$ cat config.mk
export PLATFORM = sky130hd
export DESIGN_NAME = aarr_top
export DESIGN_NICKNAME = d
export VERILOG_FILES = /design/src/aarr_pkg.sv /design/src/aarr_top.sv /design/src/aarr_pin_sync.sv
export SDC_FILE = /design/constraint.sdc
export NUM_CORES = 1
export LEC_CHECK = 0
export BUFFER_PORTS_ARGS = -buffer_cell sky130_fd_sc_hd__buf_2
export CAP_MARGIN = 0
export CORE_MARGIN = 2
export CORE_UTILIZATION = 55
export CTS_BUF_LIST = sky130_fd_sc_hd__clkbuf_16
export CTS_CLUSTER_DIAMETER = 100
export DETAILED_ROUTE_END_ITERATION = 6
export GPL_TIMING_DRIVEN = 0
export HOLD_SLACK_MARGIN = 0.08
export PLACE_DENSITY = 0.78
export SETUP_SLACK_MARGIN = 0.05
export SYNTH_ARGS = -nofsm -noshare
export SYNTH_HDL_FRONTEND = slang
export SYNTH_SLANG_ARGS = --single-unit
$ cat constraint.sdc
create_clock -name CLK -period 11.35 [get_ports CLK]
set_clock_uncertainty 0.2 [all_clocks]
set_input_delay 0.5675 -clock CLK [delete_from_list [all_inputs] [get_ports CLK]]
set_output_delay 0.5675 -clock CLK [all_outputs]
set_load 0.02 [all_outputs]
$ cat src/aarr_pkg.sv
// aarr_pkg: constants shared by the auxiliary converter result register block
// assumes a 16-bit command word serial host port and a 12-bit converter core
package aarr_pkg;

  // ==========================================================================
  // command word layout
  localparam int          CMD_W        = 16;
  localparam int          CMD_DIR_BIT  = 15;
  localparam int          CMD_PAGE_MSB = 14;
  localparam int          CMD_PAGE_LSB = 11;
  localparam int          CMD_IDX_MSB  = 10;
  localparam int          CMD_IDX_LSB  = 5;
  localparam int          CMD_PAD_MSB  = 4;
  localparam logic [3:0]  BIT_LAST     = 4'hF;

  // ==========================================================================
  // page and register index map
  localparam logic [3:0]  PAGE_DATA    = 4'h0;
  localparam logic [3:0]  PAGE_AUXCTL  = 4'h1;
  localparam logic [5:0]  IDX_CONV_CTRL = 6'h00;
  localparam logic [5:0]  IDX_BATTERY  = 6'h05;
  localparam logic [5:0]  IDX_AUX_ONE  = 6'h07;
  localparam logic [5:0]  IDX_AUX_TWO  = 6'h08;
  localparam logic [5:0]  IDX_TEMP_ONE = 6'h09;
  localparam logic [5:0]  IDX_TEMP_TWO = 6'h0A;
  localparam logic [5:0]  IDX_LAST     = 6'h3F;

  // ==========================================================================
  // control register fields
  localparam int          CTRL_RSVD_BIT = 15;
  localparam int          CTRL_STOP_BIT = 14;

  // ==========================================================================
  // result format and reset values
  localparam int          RES_W        = 12;
  localparam logic [15:0] RESULT_RST   = 16'h0000;
  localparam logic [15:0] PAST_END_WORD = 16'hFFFF;
  localparam logic [15:0] RSVD_WORD    = 16'h0000;

  // ==========================================================================
  // converter channel codes
  localparam int          CH_NUM       = 5;
  localparam logic [2:0]  CH_BATTERY   = 3'h0;
  localparam logic [2:0]  CH_AUX_ONE   = 3'h1;
  localparam logic [2:0]  CH_AUX_TWO   = 3'h2;
  localparam logic [2:0]  CH_TEMP_ONE  = 3'h3;
  localparam logic [2:0]  CH_TEMP_TWO  = 3'h4;

  // ==========================================================================
  // pin synchroniser depth
  localparam int          SYNC_STAGES  = 3;

  // serial engine states
  typedef enum logic [2:0] {
    ST_IDLE, ST_CMD, ST_READ, ST_WRITE, ST_SKIP
  } aarr_state_t;

endpackage

$ cat src/aarr_top.sv
// aarr_top: auxiliary converter result registers and converter run/stop bit,
// reached by the host through the 16-bit command word serial port
// assumes SPI mode 0 (sample on rising SCLK, drive on falling), SCLK well
// below CLK/8, and a converter core on CLK giving start/done pulses
`timescale 1ns/1ps
`default_nettype none
// Function
// RULE1: reset clears all result registers to zero
// RULE2: result registers are read only to host
// RULE3: store result in the measured channel's register
// RULE4: twelve bits right-justified, top nibble zero
// RULE5: control bits decoded separately for read, write
// RULE6: host writes zero to reserved top bit
// RULE7: status bit reads zero busy, one idle
// RULE8: writing one aborts and powers down converter
// RULE9: writing zero selects normal converter operation
// RULE10: command word: direction, page, index, zero pad
// RULE11: read auto-increments; past page end gives ones
// RULE12: busy holds from start until result stored
module aarr_top (
  // clock, reset, enable
  input  wire logic                        CLK,
  input  wire logic                        SYS_RST,
  input  wire logic                        CE,
  // serial host port
  input  wire logic                        SPI_SCLK,
  input  wire logic                        SPI_CS_N,
  input  wire logic                        SPI_MOSI,
  output logic                             SPI_MISO,
  output logic                             SPI_MISO_OE,
  // converter core
  input  wire logic                        CONV_START,
  input  wire logic                        CONV_DONE,
  input  wire logic [2:0]                  CONV_CHAN,
  input  wire logic [aarr_pkg::RES_W-1:0]  CONV_DATA,
  output logic                             CONV_BUSY,
  output logic                             CONV_ABORT,
  output logic                             CONV_POWER_DOWN
);
  import aarr_pkg::*;

  // ==========================================================================
  // declarations
  logic              sclk_f;
  logic              cs_n_f;
  logic              mosi_f;
  logic              sclk_p;
  logic              rise;
  logic              fall;
  logic [3:0]        bit_cnt;
  logic [15:0]       rx;
  logic [15:0]       next_rx;
  logic              word_done;
  aarr_state_t       state;
  logic [3:0]        page;
  logic [5:0]        ptr;
  logic              past_end;
  logic              load_pending;
  logic [15:0]       tx;
  logic [15:0]       rd_word;
  logic              wr_ctrl;
  logic              cmd_ok;
  logic              busy;
  logic              pd;
  logic [RES_W-1:0]  res [CH_NUM];

  // ==========================================================================
  // pin synchronisers; CS idles high so it resets to one
  aarr_pin_sync #(.W(3), .RST_VAL(16'h0002)) u_sync (
    .clk   (CLK),
    .rst   (SYS_RST),
    .ce    (CE),
    .pin   ({SPI_SCLK, SPI_CS_N, SPI_MOSI}),
    .level ({sclk_f, cs_n_f, mosi_f})
  );

  // edge history of the filtered clock
  always_ff @(posedge CLK or posedge SYS_RST) begin
    if (SYS_RST) begin
      sclk_p <= 1'b0;
    end else if (CE) begin
      sclk_p <= sclk_f;
    end
  end

  // edges count only inside a selected frame
  assign rise      = CE && !cs_n_f && sclk_f && !sclk_p;
  assign fall      = CE && !cs_n_f && !sclk_f && sclk_p;
  assign next_rx   = {rx[14:0], mosi_f};
  assign word_done = rise && (bit_cnt == BIT_LAST);
  assign cmd_ok    = (next_rx[CMD_PAD_MSB:0] == 5'h00);

  // ==========================================================================
  // bit counter and receive shifter; deselect realigns the word boundary
  always_ff @(posedge CLK or posedge SYS_RST) begin
    if (SYS_RST) begin
      bit_cnt <= 4'h0;
      rx      <= 16'h0000;
    end else if (CE) begin
      if (cs_n_f) begin
        bit_cnt <= 4'h0;
      end else if (rise) begin
        bit_cnt <= bit_cnt + 4'h1;
        rx      <= next_rx;
      end
    end
  end

  // ==========================================================================
  // frame engine: command word, then a run of data words
  always_ff @(posedge CLK or posedge SYS_RST) begin
    if (SYS_RST) begin
      state    <= ST_IDLE;
      page     <= PAGE_DATA;
      ptr      <= IDX_CONV_CTRL;
      past_end <= 1'b0;
    end else if (CE) begin
      if (cs_n_f) begin
        state <= ST_IDLE;
      end else begin
        case (state)
          ST_IDLE: begin
            state <= ST_CMD;
          end
          ST_CMD: begin
            if (word_done) begin
              // a command with a nonzero pad is not trusted; rest of frame ignored
              if (!cmd_ok) begin // see RULE10
                state <= ST_SKIP;
              end else if (next_rx[CMD_DIR_BIT]) begin
                state <= ST_READ;
              end else begin
                state <= ST_WRITE;
              end
              page     <= next_rx[CMD_PAGE_MSB:CMD_PAGE_LSB]; // see RULE10
              ptr      <= next_rx[CMD_IDX_MSB:CMD_IDX_LSB];
              past_end <= 1'b0;
            end
          end
          ST_READ, ST_WRITE: begin
            // pointer stops at page end; later words see the past-end flag
            if (word_done) begin
              if (ptr == IDX_LAST) begin // see RULE11
                past_end <= 1'b1;
              end else begin
                ptr <= ptr + 6'h01;
              end
            end
          end
          ST_SKIP: begin
            state <= ST_SKIP;
          end
          default: begin
            state <= ST_IDLE;
          end
        endcase
      end
    end
  end

  // ==========================================================================
  // read decode: the status bit reads busy state, not the written value
  always_comb begin
    rd_word = RSVD_WORD;
    if (past_end) begin
      rd_word = PAST_END_WORD; // see RULE11
    end else if (page == PAGE_DATA) begin
      case (ptr) // see RULE4
        IDX_BATTERY:  rd_word = {4'h0, res[CH_BATTERY]};
        IDX_AUX_ONE:  rd_word = {4'h0, res[CH_AUX_ONE]};
        IDX_AUX_TWO:  rd_word = {4'h0, res[CH_AUX_TWO]};
        IDX_TEMP_ONE: rd_word = {4'h0, res[CH_TEMP_ONE]};
        IDX_TEMP_TWO: rd_word = {4'h0, res[CH_TEMP_TWO]};
        default:      rd_word = RSVD_WORD;
      endcase
    end else if ((page == PAGE_AUXCTL) && (ptr == IDX_CONV_CTRL)) begin
      rd_word[CTRL_RSVD_BIT] = 1'b0;  // see RULE6
      rd_word[CTRL_STOP_BIT] = !busy; // see RULE5 see RULE7
    end
  end

  // ==========================================================================
  // transmit shifter; the next word is fetched at the first falling edge
  // so the pointer has already advanced past the finished word
  always_ff @(posedge CLK or posedge SYS_RST) begin
    if (SYS_RST) begin
      tx           <= 16'h0000;
      load_pending <= 1'b0;
      SPI_MISO     <= 1'b0;
      SPI_MISO_OE  <= 1'b0;
    end else if (CE) begin
      if (cs_n_f) begin
        tx           <= 16'h0000; // stale bits must not leak into the next command word
        load_pending <= 1'b0;
        SPI_MISO     <= 1'b0;
        SPI_MISO_OE  <= 1'b0;
      end else begin
        if (word_done && cmd_ok && (state == ST_CMD) && next_rx[CMD_DIR_BIT]) begin
          load_pending <= 1'b1;
        end else if (word_done && (state == ST_READ)) begin
          load_pending <= 1'b1; // see RULE11
        end else if (fall && load_pending) begin
          load_pending <= 1'b0;
        end
        if (fall) begin
          SPI_MISO_OE <= (state == ST_READ);
          if (load_pending) begin
            tx       <= {rd_word[14:0], 1'b0};
            SPI_MISO <= rd_word[15];
          end else begin
            tx       <= {tx[14:0], 1'b0};
            SPI_MISO <= tx[15];
          end
        end
      end
    end
  end

  // ==========================================================================
  // write decode: only the run/stop bit of the control word is writable
  assign wr_ctrl = word_done && (state == ST_WRITE) && !past_end
                   && (page == PAGE_AUXCTL) && (ptr == IDX_CONV_CTRL);

  // converter run state; abort wins over done, done then start re-arms
  always_ff @(posedge CLK or posedge SYS_RST) begin
    if (SYS_RST) begin
      busy <= 1'b0;
      pd   <= 1'b0; // see RULE9
    end else if (CE) begin
      if (wr_ctrl) begin
        pd <= next_rx[CTRL_STOP_BIT]; // see RULE5 see RULE9
      end
      if (wr_ctrl && next_rx[CTRL_STOP_BIT]) begin
        busy <= 1'b0; // see RULE8
      end else begin
        if (CONV_DONE) begin
          busy <= 1'b0; // see RULE12
        end
        if (CONV_START && !pd) begin
          busy <= 1'b1; // see RULE12
        end
      end
    end
  end

  // abort is a one-cycle request to the converter core
  always_ff @(posedge CLK or posedge SYS_RST) begin
    if (SYS_RST) begin
      CONV_ABORT <= 1'b0;
    end else if (CE) begin
      CONV_ABORT <= wr_ctrl && next_rx[CTRL_STOP_BIT]; // see RULE8
    end
  end

  // ==========================================================================
  // result store; a done after an abort is dropped since busy is clear
  always_ff @(posedge CLK or posedge SYS_RST) begin
    if (SYS_RST) begin
      for (int i = 0; i < CH_NUM; i++) begin
        res[i] <= RESULT_RST[RES_W-1:0]; // see RULE1
      end
    end else if (CE && CONV_DONE && busy) begin
      // the host path has no write port here, so results stay read only
      for (int i = 0; i < CH_NUM; i++) begin
        if (CONV_CHAN == 3'(i)) begin
          res[i] <= CONV_DATA; // see RULE2 see RULE3
        end
      end
    end
  end

  assign CONV_BUSY       = busy;
  assign CONV_POWER_DOWN = pd;
endmodule
`default_nettype wire

$ cat src/aarr_pin_sync.sv
// aarr_pin_sync: three-stage synchroniser with agreement filter for pin inputs
// assumes pins are asynchronous to CLK; output moves once stages two and three agree
`timescale 1ns/1ps
`default_nettype none
module aarr_pin_sync #(
  parameter int          W       = 1,
  parameter logic [15:0] RST_VAL = 16'h0000
) (
  // clock, reset, enable
  input  wire logic         clk,
  input  wire logic         rst,
  input  wire logic         ce,
  // pins in, filtered level out
  input  wire logic [W-1:0] pin,
  output logic      [W-1:0] level
);
  import aarr_pkg::*;

  logic [W-1:0] s1;
  logic [W-1:0] s2;
  logic [W-1:0] s3;

  // ==========================================================================
  // stage chain; s1 feeds only s2 to keep metastability contained
  always_ff @(posedge clk or posedge rst) begin
    if (rst) begin
      s1 <= RST_VAL[W-1:0];
      s2 <= RST_VAL[W-1:0];
      s3 <= RST_VAL[W-1:0];
    end else if (ce) begin
      s1 <= pin;
      s2 <= s1;
      s3 <= s2;
    end
  end

  // per bit: accept a change only when the last two stages agree
  genvar g;
  generate
    for (g = 0; g < W; g++) begin : g_bit
      always_ff @(posedge clk or posedge rst) begin
        if (rst) begin
          level[g] <= RST_VAL[g];
        end else if (ce && (s2[g] == s3[g])) begin
          level[g] <= s3[g];
        end
      end
    end
  endgenerate

endmodule
`default_nettype wire

# == Word level (Yosys, flattened, before mapping) ==
# Cells that the tools add are included.
# word_totals
ff_bits,128
input_bits,23
output_inout_bits,5
word_cells,143
# classes
n_addsub,2
eq_ne,25
n_mux,35
n_bitwise,1
reduce_logical,55
# op_table
operator,count
16-bit 2-to-1 mux,4
12-bit one-hot mux with 5 select lines,1
1-bit logical AND,23
2-bit AND reduction,10
6-bit by 4-bit equality test with 1-bit output (second input constant),3
6-bit 2-to-1 mux,3
1-bit 2-to-1 mux,17
14-bit 2-to-1 mux,1
3-bit by 2-bit equality test with 1-bit output (second input constant),4
6-bit by 3-bit equality test with 1-bit output (second input constant),2
3-bit one-hot mux with 4 select lines,1
6-bit one-hot mux with 2 select lines,1
6-bit AND reduction,2
3-bit 2-to-1 mux,3
4-bit 2-to-1 mux,2
2-bit inequality test (second input constant),4
6-bit by 1-bit adder with 6-bit output (second input constant),1
3-bit by 1-bit equality test with 1-bit output (second input constant),2
3-bit equality test (second input constant),2
6-bit equality test (second input constant),1
1-bit zero test,6
3-bit zero test,2
6-bit zero test,1
3-bit AND reduction,2
16 further kinds,20

# == Logic depth before layout (Yosys ltp) ==
# depth
depth_word,12
depth_mapped,7
depth_no_buf,6

# == Cells and area by module ==
# A second synthesis with hierarchy kept.
# unflattened
cells_unflattened,505
area_unflattened_um2,5855.6
# modules_own_cells
mod,n_inst,cells_each,area_per_inst_um2,seq_area_each_um2
aarr_top,1,471,5365.1,2877.8
aarr_pin_sync,1,34,490.5,305.3

# == Worst setup path before layout ==
# Ideal clock, no wire load.
# synth_timing
path_kind,input-to-reg
start,input CE
end,register res[24] in the netlist's numbering
setup_time_ps,125
arrival_time_ps,1681
required_ps,11025
slack_ps,9345
stages,6
n_path_buf,2
cell_sequence,buf_4 and4b_1 nand2_1 nor2_1 buf_4 mux2_2
# synth_between
elab_chain_len,3
# synth_rtl
element,line,source
from (decl),aarr_top.sv:24,"input wire logic CE,"
1-bit logical AND (2 in series),aarr_top.sv:262,end else if (CE && CONV_DONE && busy) begin
2-bit AND reduction (no source line),--,
"to (signal, indexed assignment)",aarr_top.sv:260,res[i] <= RESULT_RST[RES_W-1:0];
to (decl),aarr_top.sv:65,logic [RES_W-1:0] res [CH_NUM];
# Every way passes these cells.
# A chain may end at the register's enable or synchronous reset.

# == Worst setup path in the final report ==
# layout_timing
start,register ptr[0]
end,register tx[2]
# layout_between
elab_chain_len,7
elab_cells_between_ends,11
cone_classes,eq/ne (5); mux (6)
# layout_rtl
element,line,source
from (decl),aarr_top.sv:56,logic [5:0] ptr;
from (signal assigned),aarr_top.sv:136,ptr <= next_rx[CMD_IDX_MSB:CMD_IDX_LSB];
from (signal assigned),aarr_top.sv:146,ptr <= ptr + 6'h01;
6-bit by 4-bit equality test with 1-bit output / 6-bit by 3-bit equality test with 1-bit output (equally long branches),aarr_top.sv:168,case (ptr)
12-bit one-hot mux with 5 select lines (*),aarr_top.sv:168,
14-bit 2-to-1 mux (*),aarr_top.sv:167,end else if (page == PAGE_DATA) begin
16-bit 2-to-1 mux (*),aarr_top.sv:165,if (past_end) begin
16-bit 2-to-1 mux (*),aarr_top.sv:207,if (load_pending) begin
16-bit 2-to-1 mux (*),aarr_top.sv:205,if (fall) begin
16-bit 2-to-1 mux (*),aarr_top.sv:192,if (cs_n_f) begin
to (signal assigned),aarr_top.sv:208,"tx <= {rd_word[14:0], 1'b0};"
to (signal assigned),aarr_top.sv:211,"tx <= {tx[14:0], 1'b0};"
to (decl),aarr_top.sv:59,logic [15:0] tx;
# Every way passes the cells marked *; elsewhere a longest branch is shown, timed or not. The select of a mux whose other input is x is not followed.

==> metrics.csv <==
metric,value,unit
status,finished with violations,
violations,DRC,
wl_per_cell,19.2,um
ys_seq_area_frac,0.531,
netlist_instances,535,
cp.required,11.49,ns
core,10700,um^2
grt_max_degree,73,
power_frac_seq,0.455,
clkSlewWorstSetupHoldPaths,0.06,ns
clockBufferDepth,2,
drtAntennaViolNets,0,
setup_viol,0,
grt_usage,0.260,
worst_slack,8.92,ns
die_area,11800,um^2
vias,4576,
post-route-util,0.645,
ys_ff_latch,127,
pwr-share-clk,0.412,
comb_power_share,0.134,
drv_slew,0,
fillerInstances,827,
fp.dieH,108,um
grt_pass1_vias,4715,
hold_depth,2,
diodes,0,
cts_tree,built,
hpwl,9440,um
yosys_warnings,0,
multi_input_area,2570,um^2
final_nets,611,
period_minus_slack,2.43,ns
cts_resized,0,
cts_buffers,17,
rsz0062_at_grt,no,
drive_gt1_frac,0.277,
synth-edff-count,0,
htreeDepth,4,
synthFlopType,dfrtp_1,
avgSynthCellArea,11.2,um^2
async_flop_share,1.00,
p_leak,0.00317,uW
rows,38,
regArea,3180,um^2
viasPerCell,6.22,
grt_pass1_wl,23200,um
min_period_over_period,0.214,
initial_utilization,0.558,
place_ws,8.76,ns
fmax,411,MHz
antenna_found_initial,0,
area_delta_synth_final,15.5,%
die_w,108,um
clockRootBuffer,clkbuf_16,
powerDensity,184,nW/um^2
fin_tns_setup,0,ns
port-buffer-count,27,
worst-slew-pin-transition,1.18,ns
fin_area,6930,um^2
yosysUniqueCellTypes,54,
synth.cell_area,6000,um^2
cp_max_fo,9,
postPlaceCellArea,6340,um^2
drt-total-wl,14100,um
worstSetupPathType,reg -> reg,
r2r_cells,5,
worst_ir_drop_vdd,126,uV
drcViolationCount,11,
ios,28,
critPathLaunchType,register,
swShare,0.272,
min_path_type,in -> reg,
relSlewSlack,0.211,
clkLatencyLatePin,0.42,ns
netSwitchingPower,348,uW
end_kind,register,
drt_pass1_iterations,7,
maxCapViolCount,0,
worstPathArrival,2.57,ns
hold_violations,0,
first_iter_violations,394,
gp_congestion,0.837,
syn_nets,563,
numClockSinks,127,
overflow,0,
internal_power,929,uW
-- layer usage --
| metal | vias up | share of wire | global-route usage |
|---|---|---|---|
| li1 | 2064 | - | - |
| met1 | 2335 | 0.43 | 0.342 |
| met2 | 151 | 0.48 | 0.413 |
| met3 | 26 | 0.063 | 0.0729 |
| met4 | 0 | 0.019 | 0.0925 |
| met5 | - | 0 | 0 |
-- registers in the layout, indices dropped and copies added (netlist names), 3 cells and up --
signal,flops
rx,15
u_sync.level,3
u_sync.s3,3
state,3
bit_cnt,4
u_sync.s1,3
page,4
tx,15
u_sync.s2,3
ptr,6
res,60
-- through the flow --
stage	cells	hold WS [ns]	power [uW]
global route	736	0.180	1330
global placement	702	0.254	740
detailed placement	703	0.276	755
finish	736	0.189	1280
floorplan	535	0.243	698
CTS	736	0.183	1280
-- cells in the final DEF (no fill, tap or decap), drive strengths merged, types with 2 or more instances in the layout --
master / count
clkinv: 7
a32oi: 2
clkbuf: 29
o2111ai: 3
a31oi: 7
or4b: 2
nor2b: 3
inv: 19
nand2b: 11
bufinv: 2
or4: 2
nor4b: 2
ha: 5
a21oi: 29
o21ai: 29
dfstp: 4
nor2: 9
mux2: 72
a22o: 5
nor4: 5
a21boi: 2
a222oi: 8
a22oi: 26
nor3: 6
o31ai: 3
nand3: 6
dfrtp: 123
nand2: 66
nand4: 3
o211ai: 17
and3: 15
and2: 5
buf: 50
clkinvlp: 5
-- power by group through the flow --
stage	Combinational [uW]	Clock, uW	Sequential [uW]
6_report	171	526	581
5_1_grt	190	546	590
4_1_cts	172	528	580
3_5_place_dp	169	0	586
3_3_place_gp	159	0	581
2_1_floorplan	128	0	570
-- layout make-up --
class,count,share of cell area
sequential,127,0.460
multi-input combinational,356,0.371
clock buffer,17,0.0614
buffer,34,0.0258
tap,140,0.0253
timing repair buffer,29,0.0249
clock inverter,15,0.0215
inverter,18,0.0105
-- synth_stat cells (2+ instances only) --
| cell | n | share of area |
|---|---|---|
| nor4_1 | 4 | 0.0042 |
| a31oi_1 | 7 | 0.0073 |
| a32oi_1 | 2 | 0.0029 |
| o21ai_0 | 29 | 0.024 |
| dfrtp_1 | 123 | 0.51 |
| o211ai_1 | 17 | 0.021 |
| a222oi_1 | 8 | 0.013 |
| or4_1 | 2 | 0.0025 |
| a22o_1 | 5 | 0.0073 |
| and3_1 | 15 | 0.016 |
| nand2b_1 | 11 | 0.011 |
| dfstp_2 | 4 | 0.018 |
| nor4b_2 | 2 | 0.0050 |
| nand2_1 | 66 | 0.041 |
| a21oi_1 | 29 | 0.024 |
| inv_1 | 17 | 0.011 |
| mux2_1 | 2 | 0.0038 |
| buf_6 | 2 | 0.0038 |
| nand4_1 | 2 | 0.0021 |
| buf_2 | 16 | 0.013 |
| o2111ai_1 | 3 | 0.0044 |
| ha_1 | 5 | 0.010 |
| nor2b_1 | 3 | 0.0031 |
| a22oi_1 | 26 | 0.033 |
| a21boi_0 | 2 | 0.0025 |
| nor2_1 | 9 | 0.0056 |
| clkbuf_1 | 11 | 0.0069 |
| and2_1 | 5 | 0.0052 |
| o31ai_1 | 3 | 0.0038 |
| buf_4 | 4 | 0.0050 |
| nand3_1 | 6 | 0.0050 |
| nor3_1 | 4 | 0.0033 |
| mux2_2 | 70 | 0.13 |
-- kinds of logic (layout without fill, tap and decap cells) --
group	after synthesis	count (layout)	share of synthesized area
mux	72	72	0.135
flops	127	127	0.531
simple gates	142	142	0.131
buf+inv	52	113	0.0411
compound gates	136	136	0.151
xor+xnor	1	1	0.00146
fa+ha+maj	5	5	0.0104
-- final timing paths --
check | start | end | slack, ns
min | SPI_MOSI | u_sync.s1[0] | 0.19
max reg2reg | ptr[0] | tx[2] | 8.92
min in group asynchronous | SYS_RST | u_sync.s3[0] | 0.55
max | ptr[0] | tx[2] | 8.92
max in group asynchronous | SYS_RST | u_sync.s2[1] | 9.66
min reg2reg | rx[10] | rx[11] | 0.29
-- critical path, stage by stage (launching register included) --
cell and delay, ns:
dfrtp_1 0.42, inv_1 0.14, ha_1 0.19, nor4b_2 0.94
a222oi_1 0.26, a21oi_1 0.22
-- what timing repair did --
action,4_1_cts,5_1_grt
hold buffers,1,0
setup buffers,0,0
hold endpoints to repair,55,0
Note: power is estimated with default switching activity, not from simulation.
